<file path="src/verilog/usx_pkg.sv">
// register map, field positions, reset values and types of the serial transceiver
package usx_pkg;
  // register byte offsets
  localparam logic [7:0] OFS_DATA_LOW = 8'h00;
  localparam logic [7:0] OFS_DATA_HIGH = 8'h04;
  localparam logic [7:0] OFS_STATUS = 8'h08;
  localparam logic [7:0] OFS_CTRL = 8'h0c;
  localparam logic [7:0] OFS_FRAME = 8'h10;
  localparam logic [7:0] OFS_BAUD = 8'h14;
  // control fields
  localparam int CTRL_TX_EN = 0;
  localparam int CTRL_RX_EN = 1;
  localparam int CTRL_RX_MODE = 2;
  localparam int CTRL_SYNC = 4;
  localparam int CTRL_HOST = 5;
  // frame_control fields
  localparam int FRM_CHARACTER_SIZE = 0;
  localparam int FRM_PARITY = 4;
  localparam int FRM_STOP2 = 6;
  // status fields
  localparam int ST_RXC = 7;
  localparam int ST_TXC = 6;
  localparam int ST_DRE = 5;
  // receive_high_byte fields
  localparam int RXH_RXC = 7;
  localparam int RXH_OVF = 6;
  localparam int RXH_FRAME_ERROR_FLAG = 2;
  localparam int RXH_PARITY_ERROR_FLAG = 1;
  // reset values
  localparam logic [5:0] CTRL_RESET = 6'h00;
  localparam logic [6:0] FRAME_RESET = 7'h03;
  localparam logic [15:0] BAUD_RESET = 16'h0040;
  // character_size and reception mode codes
  localparam logic [2:0] CS_9L = 3'h6;
  localparam logic [2:0] CS_9H = 3'h7;
  localparam logic [1:0] RXM_DOUBLE = 2'h1;
  // timing counts
  localparam int FRAC_STEP = 64;
  localparam int S_NORMAL = 16;
  localparam int S_DOUBLE = 8;
  localparam int DATA_MAX = 9;
  typedef enum logic [4:0] {
    TX_IDLE = 5'h01,
    TX_START = 5'h02,
    TX_DATA = 5'h04,
    TX_PAR = 5'h08,
    TX_STOP = 5'h10
  } usx_tx_e;
  typedef enum logic [4:0] {
    RX_IDLE = 5'h01,
    RX_START = 5'h02,
    RX_DATA = 5'h04,
    RX_PAR = 5'h08,
    RX_STOP = 5'h10
  } usx_rx_e;
endpackage

</file>
<file path="src/verilog/usx_core.sv">
// serial transceiver core with apb registers, fractional divisor and rx fifo
// Function
// - divisor is division factor times 64; low six bits are fraction
// - synchronous mode uses only divisor bits 15:6; fraction written zero
// - async rate is 64 times clock over samples-per-bit times divisor
// - sync host rate is clock over twice integer divisor
// - written data goes to buffer, then shift register, then is sent
// - transmit complete set when frame done and nothing pending
// - unused upper bits ignored for characters under eight bits
// - transmitter disable waits for empty path, then releases pin
// - receiver starts on valid start bit, ignores second stop bit
// - first stop bit moves frame to buffer and sets receive complete
// - receive buffer holds two frames, oldest shown first
// - low-first nine-bit: high byte read advances; else low byte read
// - frame, overflow and parity error stored per frame, read in high byte
// - overflow on arrival with full buffer; parity error on mismatch
// - receiver disable is immediate, flushes buffer and frame in progress
// - four async reception modes; one double speed with eight samples
// - transfer clock pin direction selects host or client; here control bit CTRL_HOST selects it and, with CTRL_SYNC set, drives xck_oe_n
// - sync receive samples on edge opposite to transmit change
// - frame: start low, 5 to 9 data, optional parity, 1 or 2 stops
//
// Chosen here: register access over APB and the placing of the registers.
`timescale 1ns/1ps
module usx_core #(
  parameter int ADDR_W = 8
) (
  input wire logic pclk,
  input wire logic presetn,
  input wire logic pclken,
  input wire logic psel,
  input wire logic penable,
  input wire logic pwrite,
  input wire logic [ADDR_W-1:0] paddr,
  input wire logic [31:0] pwdata,
  output logic [31:0] prdata,
  output logic pready,
  output logic pslverr,
  input wire logic rxd_in,
  output logic txd_out,
  output logic txd_oe_n,
  input wire logic xck_in,
  output logic xck_out,
  output logic xck_oe_n
);
  generate
    if (ADDR_W < 5 || ADDR_W > 32)
    begin : g_bad_addr
      $error("usx_core: ADDR_W must be 5 to 32");
    end
  endgenerate

  logic tx_en, rx_en, sync_mode, host_mode, stop2, txc;
  logic [1:0] rx_mode, parity_mode;
  logic [2:0] char_size;
  logic [15:0] baud;
  logic [7:0] addr;
  logic xfer, wr, rd, mapped;
  logic nine, par_en;
  logic [3:0] nbits, spb_m1;
  logic [8:0] dmask;

  assign addr = 8'(paddr);
  assign xfer = psel & penable & pready;
  assign wr = xfer & pwrite;
  assign rd = xfer & ~pwrite;
  assign mapped = addr == usx_pkg::OFS_DATA_LOW || addr == usx_pkg::OFS_DATA_HIGH ||
                  addr == usx_pkg::OFS_STATUS || addr == usx_pkg::OFS_CTRL ||
                  addr == usx_pkg::OFS_FRAME || addr == usx_pkg::OFS_BAUD;
  assign nine = char_size[2];
  assign par_en = parity_mode[1];
  assign nbits = nine ? 4'd9 : 4'd5 + {2'b00, char_size[1:0]};
  assign spb_m1 = (rx_mode == usx_pkg::RXM_DOUBLE) ? 4'(usx_pkg::S_DOUBLE - 1)
                                                   : 4'(usx_pkg::S_NORMAL - 1);

  // mask of used data bits
  generate
    for (genvar i = 0; i < usx_pkg::DATA_MAX; i++)
    begin : g_mask
      assign dmask[i] = 4'(i) < nbits;
    end
  endgenerate

  // fractional sample tick: 64 / divisor ticks per clock
  logic [16:0] acc, next_acc;
  logic smp_tick;
  assign next_acc = acc + 17'(usx_pkg::FRAC_STEP);
  always_ff @(posedge pclk or negedge presetn)
  begin
    if (!presetn)
    begin
      acc <= '0;
      smp_tick <= 1'b0;
    end
    else if (pclken)
    begin
      if (next_acc >= {1'b0, baud})
      begin
        acc <= next_acc - {1'b0, baud};
        smp_tick <= 1'b1;
      end
      else
      begin
        acc <= next_acc;
        smp_tick <= 1'b0;
      end
    end
  end

  // synchronous host clock, one phase per integer divisor count
  logic [9:0] hcnt;
  logic half_wrap, xck_q, xck_src, xck_rise, xck_fall;
  assign half_wrap = hcnt + 10'd1 >= baud[15:6];
  assign xck_src = host_mode ? xck_out : xck_in;
  assign xck_rise = xck_src & ~xck_q;
  assign xck_fall = ~xck_src & xck_q;
  always_ff @(posedge pclk or negedge presetn)
  begin
    if (!presetn)
    begin
      hcnt <= '0;
      xck_out <= 1'b0;
      xck_oe_n <= 1'b1;
      xck_q <= 1'b0;
    end
    else if (pclken)
    begin
      xck_q <= xck_src;
      xck_oe_n <= ~(sync_mode & host_mode);
      if (!(sync_mode && host_mode))
      begin
        hcnt <= '0;
        xck_out <= 1'b0;
      end
      else if (half_wrap)
      begin
        hcnt <= '0;
        xck_out <= ~xck_out;
      end
      else
        hcnt <= hcnt + 10'd1;
    end
  end

  // transmit bit strobe
  logic [3:0] ttick;
  logic tx_strobe;
  assign tx_strobe = sync_mode ? xck_rise : (smp_tick && ttick == spb_m1);
  always_ff @(posedge pclk or negedge presetn)
  begin
    if (!presetn)
      ttick <= '0;
    else if (pclken && smp_tick)
      ttick <= (ttick == spb_m1) ? 4'd0 : ttick + 4'd1;
  end

  // transmit data registers and buffer
  logic [8:0] tx_hold, tx_buf, tx_shift;
  logic hold_full, buf_full, tx_load, tx_done, wr_low, wr_high, wr_done;
  usx_pkg::usx_tx_e tx_state;
  logic [3:0] tbit;
  logic tstop;
  assign wr_low = wr && addr == usx_pkg::OFS_DATA_LOW && !hold_full;
  assign wr_high = wr && addr == usx_pkg::OFS_DATA_HIGH && !hold_full;
  assign wr_done = (char_size == usx_pkg::CS_9L) ? wr_high : wr_low;
  assign tx_done = tx_state == usx_pkg::TX_STOP && (!stop2 || tstop);
  assign tx_load = tx_strobe && !txd_oe_n && buf_full &&
                   (tx_state == usx_pkg::TX_IDLE || tx_done);
  always_ff @(posedge pclk or negedge presetn)
  begin
    if (!presetn)
    begin
      tx_hold <= '0;
      tx_buf <= '0;
      hold_full <= 1'b0;
      buf_full <= 1'b0;
    end
    else if (pclken)
    begin
      if (wr_low)
        tx_hold[7:0] <= pwdata[7:0];
      if (wr_high)
        tx_hold[8] <= pwdata[0];
      if (hold_full && (!buf_full || tx_load))
      begin
        tx_buf <= tx_hold;
        buf_full <= 1'b1;
        hold_full <= 1'b0;
      end
      else
      begin
        if (tx_load)
          buf_full <= 1'b0;
        if (wr_done)
          hold_full <= 1'b1;
      end
    end
  end

  // transmit shifter
  always_ff @(posedge pclk or negedge presetn)
  begin
    if (!presetn)
    begin
      tx_state <= usx_pkg::TX_IDLE;
      tx_shift <= '0;
      tbit <= '0;
      tstop <= 1'b0;
      txd_out <= 1'b1;
    end
    else if (pclken)
    begin
      if (tx_load)
        tx_shift <= tx_buf & dmask;
      if (txd_oe_n)
      begin
        tx_state <= usx_pkg::TX_IDLE;
        txd_out <= 1'b1;
      end
      else if (tx_strobe)
      begin
        unique case (tx_state)
          usx_pkg::TX_IDLE:
            if (buf_full)
            begin
              tx_state <= usx_pkg::TX_START;
              txd_out <= 1'b0;
            end
          usx_pkg::TX_START:
          begin
            tx_state <= usx_pkg::TX_DATA;
            txd_out <= tx_shift[0];
            tbit <= 4'd1;
          end
          usx_pkg::TX_DATA:
            if (tbit == nbits)
            begin
              tx_state <= par_en ? usx_pkg::TX_PAR : usx_pkg::TX_STOP;
              txd_out <= par_en ? (^tx_shift) ^ parity_mode[0] : 1'b1;
              tstop <= 1'b0;
            end
            else
            begin
              txd_out <= tx_shift[tbit];
              tbit <= tbit + 4'd1;
            end
          usx_pkg::TX_PAR:
          begin
            tx_state <= usx_pkg::TX_STOP;
            txd_out <= 1'b1;
          end
          usx_pkg::TX_STOP:
            if (!tx_done)
              tstop <= 1'b1;
            else if (buf_full)
            begin
              tx_state <= usx_pkg::TX_START;
              txd_out <= 1'b0;
            end
            else
              tx_state <= usx_pkg::TX_IDLE;
          default:
          begin
            tx_state <= usx_pkg::TX_IDLE;
            txd_out <= 1'b1;
          end
        endcase
      end
    end
  end

  // pin release once the path drains
  always_ff @(posedge pclk or negedge presetn)
  begin
    if (!presetn)
      txd_oe_n <= 1'b1;
    else if (pclken)
    begin
      if (tx_en)
        txd_oe_n <= 1'b0;
      else if (tx_state == usx_pkg::TX_IDLE && !hold_full && !buf_full)
        txd_oe_n <= 1'b1;
    end
  end

  // receiver
  usx_pkg::usx_rx_e rx_state;
  logic [3:0] rcnt, rbit, next_rcnt;
  logic [8:0] rx_shift;
  logic [2:0] rs;
  logic rx_par, maj, bitval, rx_stb, push, push_ok, pop;
  assign maj = (rs[0] & rs[1]) | (rs[1] & rs[2]) | (rs[0] & rs[2]);
  assign bitval = (sync_mode || !rx_mode[1]) ? rxd_in : maj;
  assign rx_stb = sync_mode ? xck_fall : (smp_tick && rcnt == spb_m1);
  assign next_rcnt = !smp_tick ? rcnt : (rcnt == spb_m1) ? 4'd0 : rcnt + 4'd1;
  assign push = rx_en && rx_stb && rx_state == usx_pkg::RX_STOP;
  always_ff @(posedge pclk or negedge presetn)
  begin
    if (!presetn)
    begin
      rx_state <= usx_pkg::RX_IDLE;
      rcnt <= '0;
      rbit <= '0;
      rx_shift <= '0;
      rx_par <= 1'b0;
      rs <= 3'h7;
    end
    else if (pclken)
    begin
      if (smp_tick)
        rs <= {rs[1:0], rxd_in};
      if (!rx_en)
      begin
        rx_state <= usx_pkg::RX_IDLE;
        rcnt <= '0;
      end
      else
      begin
        unique case (rx_state)
          usx_pkg::RX_IDLE:
          begin
            rcnt <= '0;
            rbit <= '0;
            rx_shift <= '0;
            if (sync_mode ? (xck_fall && !rxd_in) : (smp_tick && !rxd_in))
              rx_state <= sync_mode ? usx_pkg::RX_DATA : usx_pkg::RX_START;
          end
          usx_pkg::RX_START:
            if (smp_tick)
            begin
              if (rcnt == (spb_m1 >> 1))
              begin
                rcnt <= '0;
                rx_state <= bitval ? usx_pkg::RX_IDLE : usx_pkg::RX_DATA;
              end
              else
                rcnt <= rcnt + 4'd1;
            end
          usx_pkg::RX_DATA:
          begin
            rcnt <= next_rcnt;
            if (rx_stb)
            begin
              rx_shift[rbit] <= bitval;
              rbit <= rbit + 4'd1;
              if (rbit == nbits - 4'd1)
                rx_state <= par_en ? usx_pkg::RX_PAR : usx_pkg::RX_STOP;
            end
          end
          usx_pkg::RX_PAR:
          begin
            rcnt <= next_rcnt;
            if (rx_stb)
            begin
              rx_par <= bitval;
              rx_state <= usx_pkg::RX_STOP;
            end
          end
          usx_pkg::RX_STOP:
          begin
            rcnt <= next_rcnt;
            if (rx_stb)
              rx_state <= usx_pkg::RX_IDLE;
          end
          default:
            rx_state <= usx_pkg::RX_IDLE;
        endcase
      end
    end
  end

  // two-entry receive buffer, entry 0 oldest; flags frame_error_flag, ovf, parity_error_flag
  logic [8:0] rb_data [2];
  logic [2:0] rb_flag [2];
  logic [1:0] rcount, fill;
  logic new_parity_error_flag;
  assign new_parity_error_flag = par_en && (rx_par != ((^rx_shift) ^ parity_mode[0]));
  assign pop = rd && rcount != 2'd0 && addr == ((char_size == usx_pkg::CS_9L) ?
               usx_pkg::OFS_DATA_HIGH : usx_pkg::OFS_DATA_LOW);
  assign push_ok = push && (rcount != 2'd2 || pop);
  assign fill = rcount - {1'b0, pop};
  always_ff @(posedge pclk or negedge presetn)
  begin
    if (!presetn)
    begin
      rcount <= '0;
      rb_data[0] <= '0;
      rb_data[1] <= '0;
      rb_flag[0] <= '0;
      rb_flag[1] <= '0;
    end
    else if (pclken)
    begin
      if (!rx_en)
        rcount <= '0;
      else
      begin
        if (pop)
        begin
          rb_data[0] <= rb_data[1];
          rb_flag[0] <= rb_flag[1];
        end
        if (push_ok)
        begin
          rb_data[fill[0]] <= rx_shift;
          rb_flag[fill[0]] <= {~bitval, 1'b0, new_parity_error_flag};
        end
        else if (push)
          rb_flag[1][1] <= 1'b1;
        rcount <= rcount + {1'b0, push_ok} - {1'b0, pop};
      end
    end
  end

  // apb slave: one wait state, effects at the completing edge
  logic [31:0] rdata;
  always_comb
  begin
    rdata = '0;
    unique case (addr)
      usx_pkg::OFS_DATA_LOW: rdata[7:0] = rb_data[0][7:0];
      usx_pkg::OFS_DATA_HIGH:
      begin
        rdata[usx_pkg::RXH_RXC] = rcount != 2'd0;
        // empty buffer shows no stale flags
        if (rcount != 2'd0)
        begin
          rdata[usx_pkg::RXH_OVF] = rb_flag[0][1];
          rdata[usx_pkg::RXH_FRAME_ERROR_FLAG] = rb_flag[0][2];
          rdata[usx_pkg::RXH_PARITY_ERROR_FLAG] = rb_flag[0][0];
          rdata[0] = rb_data[0][8];
        end
      end
      usx_pkg::OFS_STATUS:
      begin
        rdata[usx_pkg::ST_RXC] = rcount != 2'd0;
        rdata[usx_pkg::ST_TXC] = txc;
        rdata[usx_pkg::ST_DRE] = !hold_full;
      end
      usx_pkg::OFS_CTRL: rdata[5:0] = {host_mode, sync_mode, rx_mode, rx_en, tx_en};
      usx_pkg::OFS_FRAME: rdata[6:0] = {stop2, parity_mode, 1'b0, char_size};
      usx_pkg::OFS_BAUD: rdata[15:0] = baud;
      default: rdata = '0;
    endcase
  end

  always_ff @(posedge pclk or negedge presetn)
  begin
    if (!presetn)
    begin
      pready <= 1'b0;
      pslverr <= 1'b0;
      prdata <= '0;
    end
    else if (pclken)
    begin
      pready <= psel & penable & ~pready;
      pslverr <= psel & penable & ~pready & ~mapped;
      if (psel && penable && !pready && !pwrite)
        prdata <= rdata;
    end
  end

  always_ff @(posedge pclk or negedge presetn)
  begin
    if (!presetn)
    begin
      {host_mode, sync_mode, rx_mode, rx_en, tx_en} <= usx_pkg::CTRL_RESET;
      {stop2, parity_mode, char_size} <= 6'(usx_pkg::FRAME_RESET);
      baud <= usx_pkg::BAUD_RESET;
    end
    else if (pclken && wr)
    begin
      if (addr == usx_pkg::OFS_CTRL)
        {host_mode, sync_mode, rx_mode, rx_en, tx_en} <= pwdata[5:0];
      if (addr == usx_pkg::OFS_FRAME)
        {stop2, parity_mode, char_size} <= {pwdata[6:4], pwdata[2:0]};
      if (addr == usx_pkg::OFS_BAUD)
        baud <= pwdata[15:0];
    end
  end

  // transmit complete: set wins over a write-one clear
  always_ff @(posedge pclk or negedge presetn)
  begin
    if (!presetn)
      txc <= 1'b0;
    else if (pclken)
    begin
      if (tx_strobe && !txd_oe_n && tx_done && !buf_full && !hold_full)
        txc <= 1'b1;
      else if (wr && addr == usx_pkg::OFS_STATUS && pwdata[usx_pkg::ST_TXC])
        txc <= 1'b0;
    end
  end
endmodule

</file>
<file path="config.mk">
export PLATFORM = sky130hd
export DESIGN_NAME = usx_core
export DESIGN_NICKNAME = d
export VERILOG_FILES = /design/src/verilog/usx_pkg.sv /design/src/verilog/usx_core.sv
export SDC_FILE = /design/constraint.sdc
export NUM_CORES = 1
export LEC_CHECK = 0
export BUFFER_PORTS_ARGS = -buffer_cell sky130_fd_sc_hd__buf_2
export CELL_PAD_IN_SITES_DETAIL_PLACEMENT = 0
export CELL_PAD_IN_SITES_GLOBAL_PLACEMENT = 1
export CORE_ASPECT_RATIO = 1.1
export CORE_MARGIN = 8
export CORE_UTILIZATION = 35
export CTS_BUF_LIST = sky130_fd_sc_hd__clkbuf_16
export CTS_CLUSTER_SIZE = 25
export DETAILED_ROUTE_END_ITERATION = 7
export PLACE_DENSITY_LB_ADDON = 0.1
export REMOVE_ABC_BUFFERS = 1
export SYNTH_ARGS = -nofsm -noshare
export SYNTH_HDL_FRONTEND = slang
export SYNTH_SLANG_ARGS = --single-unit
</file>
<file path="constraint.sdc">
create_clock -name pclk -period 2.6 [get_ports pclk]
set_input_delay 0 -clock pclk [delete_from_list [all_inputs] [get_ports pclk]]
set_output_delay 0 -clock pclk [all_outputs]
set_load 0.01 [all_outputs]
</file>
# After elaboration in Yosys (flattened, before gate mapping)
# Cells that the tools add are included.
classes:
  reduce_logical: 92
  muxes: 95
  order_cmp: 16
  n_addsub: 12
  bitwise_logic: 27
  eq_ne: 42
op_table:
  columns: ["cell", "count"]
  rows:
  - ["$mux 5", 14]
  - ["$pmux 5 s5", 2]
  - ["$mux 9", 5]
  - ["$mux 4", 11]
  - ["$logic_and 1x1->1", 34]
  - ["$mux 1", 30]
  - ["$ne 3x3->1 const B", 10]
  - ["$reduce_and 2->1", 15]
  - ["$mux 3", 8]
  - ["$mux 10", 2]
  - ["$reduce_bool 2->1", 10]
  - ["$bwmux 18", 1]
  - ["$mux 18", 1]
  - ["$pmux 9 s2", 1]
  - ["$reduce_xor 9->1", 2]
  - ["$add 17x7->17 const B", 1]
  - ["$ge 17x16->1", 1]
  - ["$mux 17", 1]
  - ["$sub 17x16->17", 1]
  - ["$add 4x1->4 const B", 4]
  - ["$eq 4x4->1", 4]
  - ["$eq 8x4->1 const B", 2]
  - ["$eq 8x5->1 const B", 2]
  - ["$lt 3x4->1 const A", 4]
  - ["60 further kinds", 118]
totals:
  word_cells: 327
  ff_bits: 175

# Logic depth before layout (Yosys ltp)
logic_depth:
  depth_word: 13
  ltp_mapped: 13

# Least setup slack after synthesis
# OpenSTA, ideal clock, no wires.
synth_timing:
  kind: "register -> register"
  start: "register acc[9]"
  end: "register acc[1]"
  required_ns: 2.475
  path_buffers: 0
  setup_ns: 0.125
  path_slack_ns: -0.264
  synth_period_minus_slack_ns: 2.864
  stages_incl_launch_ff: 11
  arrival_time_ns: 2.739
  path_cell_list: "dfrtp_1 > nand2_1 > nor4_1 > nand3_1 > xnor2_1 > ha_1 > and3_1 > o21ai_0 > and3_4 > a21oi_4 > mux2_2"
synth_via:
  elab_chain_cells: 3
synth_rtl:
  columns: ["item", "line_no", "text"]
  rows:
  - ["start: declaration", "usx_core.sv:85", "logic [16:0] acc, next_acc;"]
  - ["start signal: assignment", "usx_core.sv:99", "acc <= next_acc - {1'b0, baud};"]
  - ["start signal: assignment", "usx_core.sv:104", "acc <= next_acc;"]
  - ["$add 17x7->17", "usx_core.sv:87", "assign next_acc = acc + 17'(usx_pkg::FRAC_STEP);"]
  - ["$ge 17x16->1", "usx_core.sv:97", "if (next_acc >= {1'b0, baud})"]
  - ["$mux 17", "usx_core.sv:97", null]
# Every way passes these cells.
# A chain may end at the register's enable or synchronous reset.

# Worst setup path in the final report
layout_timing:
  start: "register acc[10]"
  end: "register acc[3]"
# The elaborated chain is that of the path after synthesis.

==> flow_metrics.env <==
export IMPL_outcome="finished with violations"
export IMPL_violations="negative setup slack"
export IMPL_power_mw=10.3
export IMPL_utilization_pct=45.8
export IMPL_gp_congestion=0.832
export IMPL_slew_headroom_pct=45.8
export IMPL_drv_slew=0
export IMPL_drive_gt1_share_pct=32.1
export IMPL_power_density_nw_per_um2=766
export IMPL_antenna_found_initial=0
export IMPL_yosys_top_cells_area="dfrtp_1, mux2_2, ha_1"
export IMPL_startpoint_type="register"
export IMPL_post_dp_cell_area_um2=11900
export IMPL_nNetsFinal=1352
export IMPL_io_pins=86
export IMPL_yosysTopAreaCell="dfrtp_1"
export IMPL_crit_start="acc[10]$_DFFE_PN0P_"
export IMPL_dp_cells=1565
export IMPL_fin_area_um2=13500
export IMPL_yosys_warnings=0
export IMPL_worstPathArrival_ns=3.03
export IMPL_maxCapViolCount=0
export IMPL_max_stage_delay_ns=0.40
export IMPL_synth_cell_area_um2=10500
export IMPL_fin_hold_ws_ns=0.0510
export IMPL_worst_pin_slew_ns=0.812
export IMPL_synth_cells=1063
export IMPL_crit_fanout=6
export IMPL_synth_seq_cells=175
export IMPL_synthFlopType="dfrtp_1"
export IMPL_fmax_mhz=368
export IMPL_dpl_worst_slack_ns=-0.290
export IMPL_hpwl_um=23200
export IMPL_met2_length_um=14500
export IMPL_wl_met1_um=15000
export IMPL_avgSynthCellArea_um2=9.84
export IMPL_design_core_area_um2=29500
export IMPL_vias=8558
export IMPL_synth_most_common_cell="dfrtp_1"
export IMPL_dr_pass1_iters=5
export IMPL_synth_distinct_cells=85
export IMPL_crit_chain="nand2_4 -> nor4_4 -> buf_4 -> nand3_4 -> xnor2_2 -> ha_1 -> and3_4 -> o21ai_2 -> and3_4 -> a21oi_4 -> mux2_4"
export IMPL_cts_max_level=4
export IMPL_finalClockSkew_ns=0.0115
export IMPL_synth_seq_area_share_pct=42.0
export IMPL_fin_tns_setup_ns=-0.947
export IMPL_critical_path_class="register to register"
export IMPL_cts_inserted_buffers=17
export IMPL_path_clk_slew_ns=0.07
export IMPL_hold_path_class="primary input to register"
export IMPL_grt_pass1_vias=8666
export IMPL_grt_max_degree=89
export IMPL_drt_wl_total_um=31000
export IMPL_min_period_ns=2.72
export IMPL_r2r_start="acc[10]$_DFFE_PN0P_"
export IMPL_syn_to_final_growth_pct=29.2
export IMPL_drt_iter0_drc=433
export IMPL_clock_sinks=175
export IMPL_routed_wl_met3_um=991
export IMPL_clk_root_buffer_cell="clkbuf_16"
export IMPL_grt_overflow_total=0
export IMPL_top_layer_used="met4"
export IMPL_synth_top_area_share_pct=39.2
export IMPL_port_buffers=53
export IMPL_grt_pass1_wl_um=49700
export IMPL_rsz0062_at_grt="true"
export IMPL_setup_viol=15
export IMPL_rows=66
export IMPL_die_area_um2=35700
export IMPL_clk_latency_ns=0.43
export IMPL_final_cells=1647
export IMPL_start_util_pct=35.5
export IMPL_slowest_stage="dfrtp_1"
export IMPL_die_y_um=197
export IMPL_critPathMostFrequentCell="and3_4"
export IMPL_setup_ws_ns=-0.116
export IMPL_netlist_top_cells_count="dfrtp_1, nand2_1, o21ai_0"
export IMPL_hold_viol=0
export IMPL_cp_data_required_time_ns=2.92
export IMPL_drc=0
export IMPL_antenna_cells=0
export IMPL_grt_usage_pct=17.5
export IMPL_clock_path_buffers=2
export IMPL_synth_edff_count=0
export IMPL_wl_per_cell_um=18.8
export IMPL_cts_tree="yes"
export IMPL_cp_end_kind="register"
export IMPL_antenna_left=0
export IMPL_period_share_pct=104
export IMPL_p_leak_nw=6.16
export IMPL_min_from="paddr[4]"
export IMPL_synthArstFlopShare_pct=100
export IMPL_fp_dieW_um=181
export IMPL_via_per_inst=5.20
export IMPL_peakVddDrop_mv=0.396
## report_power, final
group	switching [mW]	leakage (nW)	total (mW)	internal [mW]
combinational	2.29	3.54	4.63	2.35
clock	1.16	0.283	2.57	1.41
sequential	0.190	2.34	3.13	2.94
total	3.64	6.16	10.3	6.70
## critical path: cells and delay by family (launching register included)
kind / cells / cell delay [ns]
xor gates and xnor gates: 1 / 0.16
muxes: 1 / 0.34
AOI/OAI and AO/OA: 2 / 0.36
adders and majority gates: 1 / 0.34
DFF: 1 / 0.40
and+or+nand+nor: 5 / 0.84
buffers and inverters: 1 / 0.16
## layout by cell type, fill, tap and decap left out, drive strengths merged, types with 13 or more instances in the layout
| cell type | count |
|---|---|
| inv | 56 |
| ha | 43 |
| mux2 | 68 |
| a22o | 18 |
| buf | 199 |
| nand2b | 13 |
| nor2b | 18 |
| clkbuf | 18 |
| nand2 | 118 |
| o21ai | 61 |
| a21oi | 48 |
| o31ai | 13 |
| nand4 | 18 |
| dlygate4sd3 | 23 |
| xor2 | 17 |
| nor3 | 21 |
| dfrtp | 164 |
| xnor2 | 46 |
| conb | 16 |
| nor2 | 53 |
| mux2i | 23 |
| and3 | 14 |
| nand3 | 46 |
## metal layers
layer  up-vias  GRT usage [%]
met1      4207           23.9
met2       127           28.6
met5         -              0
met3        23           2.91
li1       4201              -
met4         0           4.14
## final cells by class
cell class                      instances  area, um2
Fill cell                            2860      16000
Sequential cell                       175       4390
Tap cell                              374        468
Timing Repair Buffer                  223       1720
Clock inverter                         15        144
Multi-Input combinational cell        791       6170
Inverter                               52        195
Clock buffer                           17        425
## final timing paths
kind / end / slack, ns / depth (start not counted)
worst max register to register: acc[3]$_DFFE_PN0P_ / -0.12 / 11
max in group asynchronous: rs[1]$_DFFE_PN1P_ / 1.57 / 3
worst min-delay path: pslverr$_DFFE_PN0P_ / 0.05 / 4
worst max-delay path: acc[3]$_DFFE_PN0P_ / -0.12 / 11
worst min register to register: prdata[0]$_DFFE_PN0P_ / 0.48 / 2
min in group asynchronous: tbit[1]$_DFFE_PN0P_ / 0.17 / 2
## what timing repair did
| action | in CTS | in global routing |
|---|---|---|
| hold buffers | 23 | 0 |
| cloned | 0 | 2 |
| gates resized for setup | 44 | 77 |
| hold endpoints to repair | 120 | 0 |
| setup endpoints to repair | 51 | 52 |
| pin swaps | 26 | 33 |
| setup buffers | 8 | 18 |
## state kept, by name, summed over array words and instances, names as in the netlist, 5 cells and up
register,count
rx_state,5
tx_hold,9
tx_buf,9
hcnt,10
baud,16
tx_state,5
tx_shift,9
rx_shift,9
acc,17
prdata,16
rb_data,18
rb_flag,6
## cell families after synthesis
family | Yosys count | synth area share [%]
other cells | 1 | 0.0359
xor+xnor | 63 | 5.28
buf+inv | 113 | 5.01
simple gates | 337 | 16.4
fa+ha+maj | 45 | 5.43
flops | 175 | 42.0
mux | 93 | 10.4
compound gates | 236 | 15.4
Power figures use the tool's default switching activity.
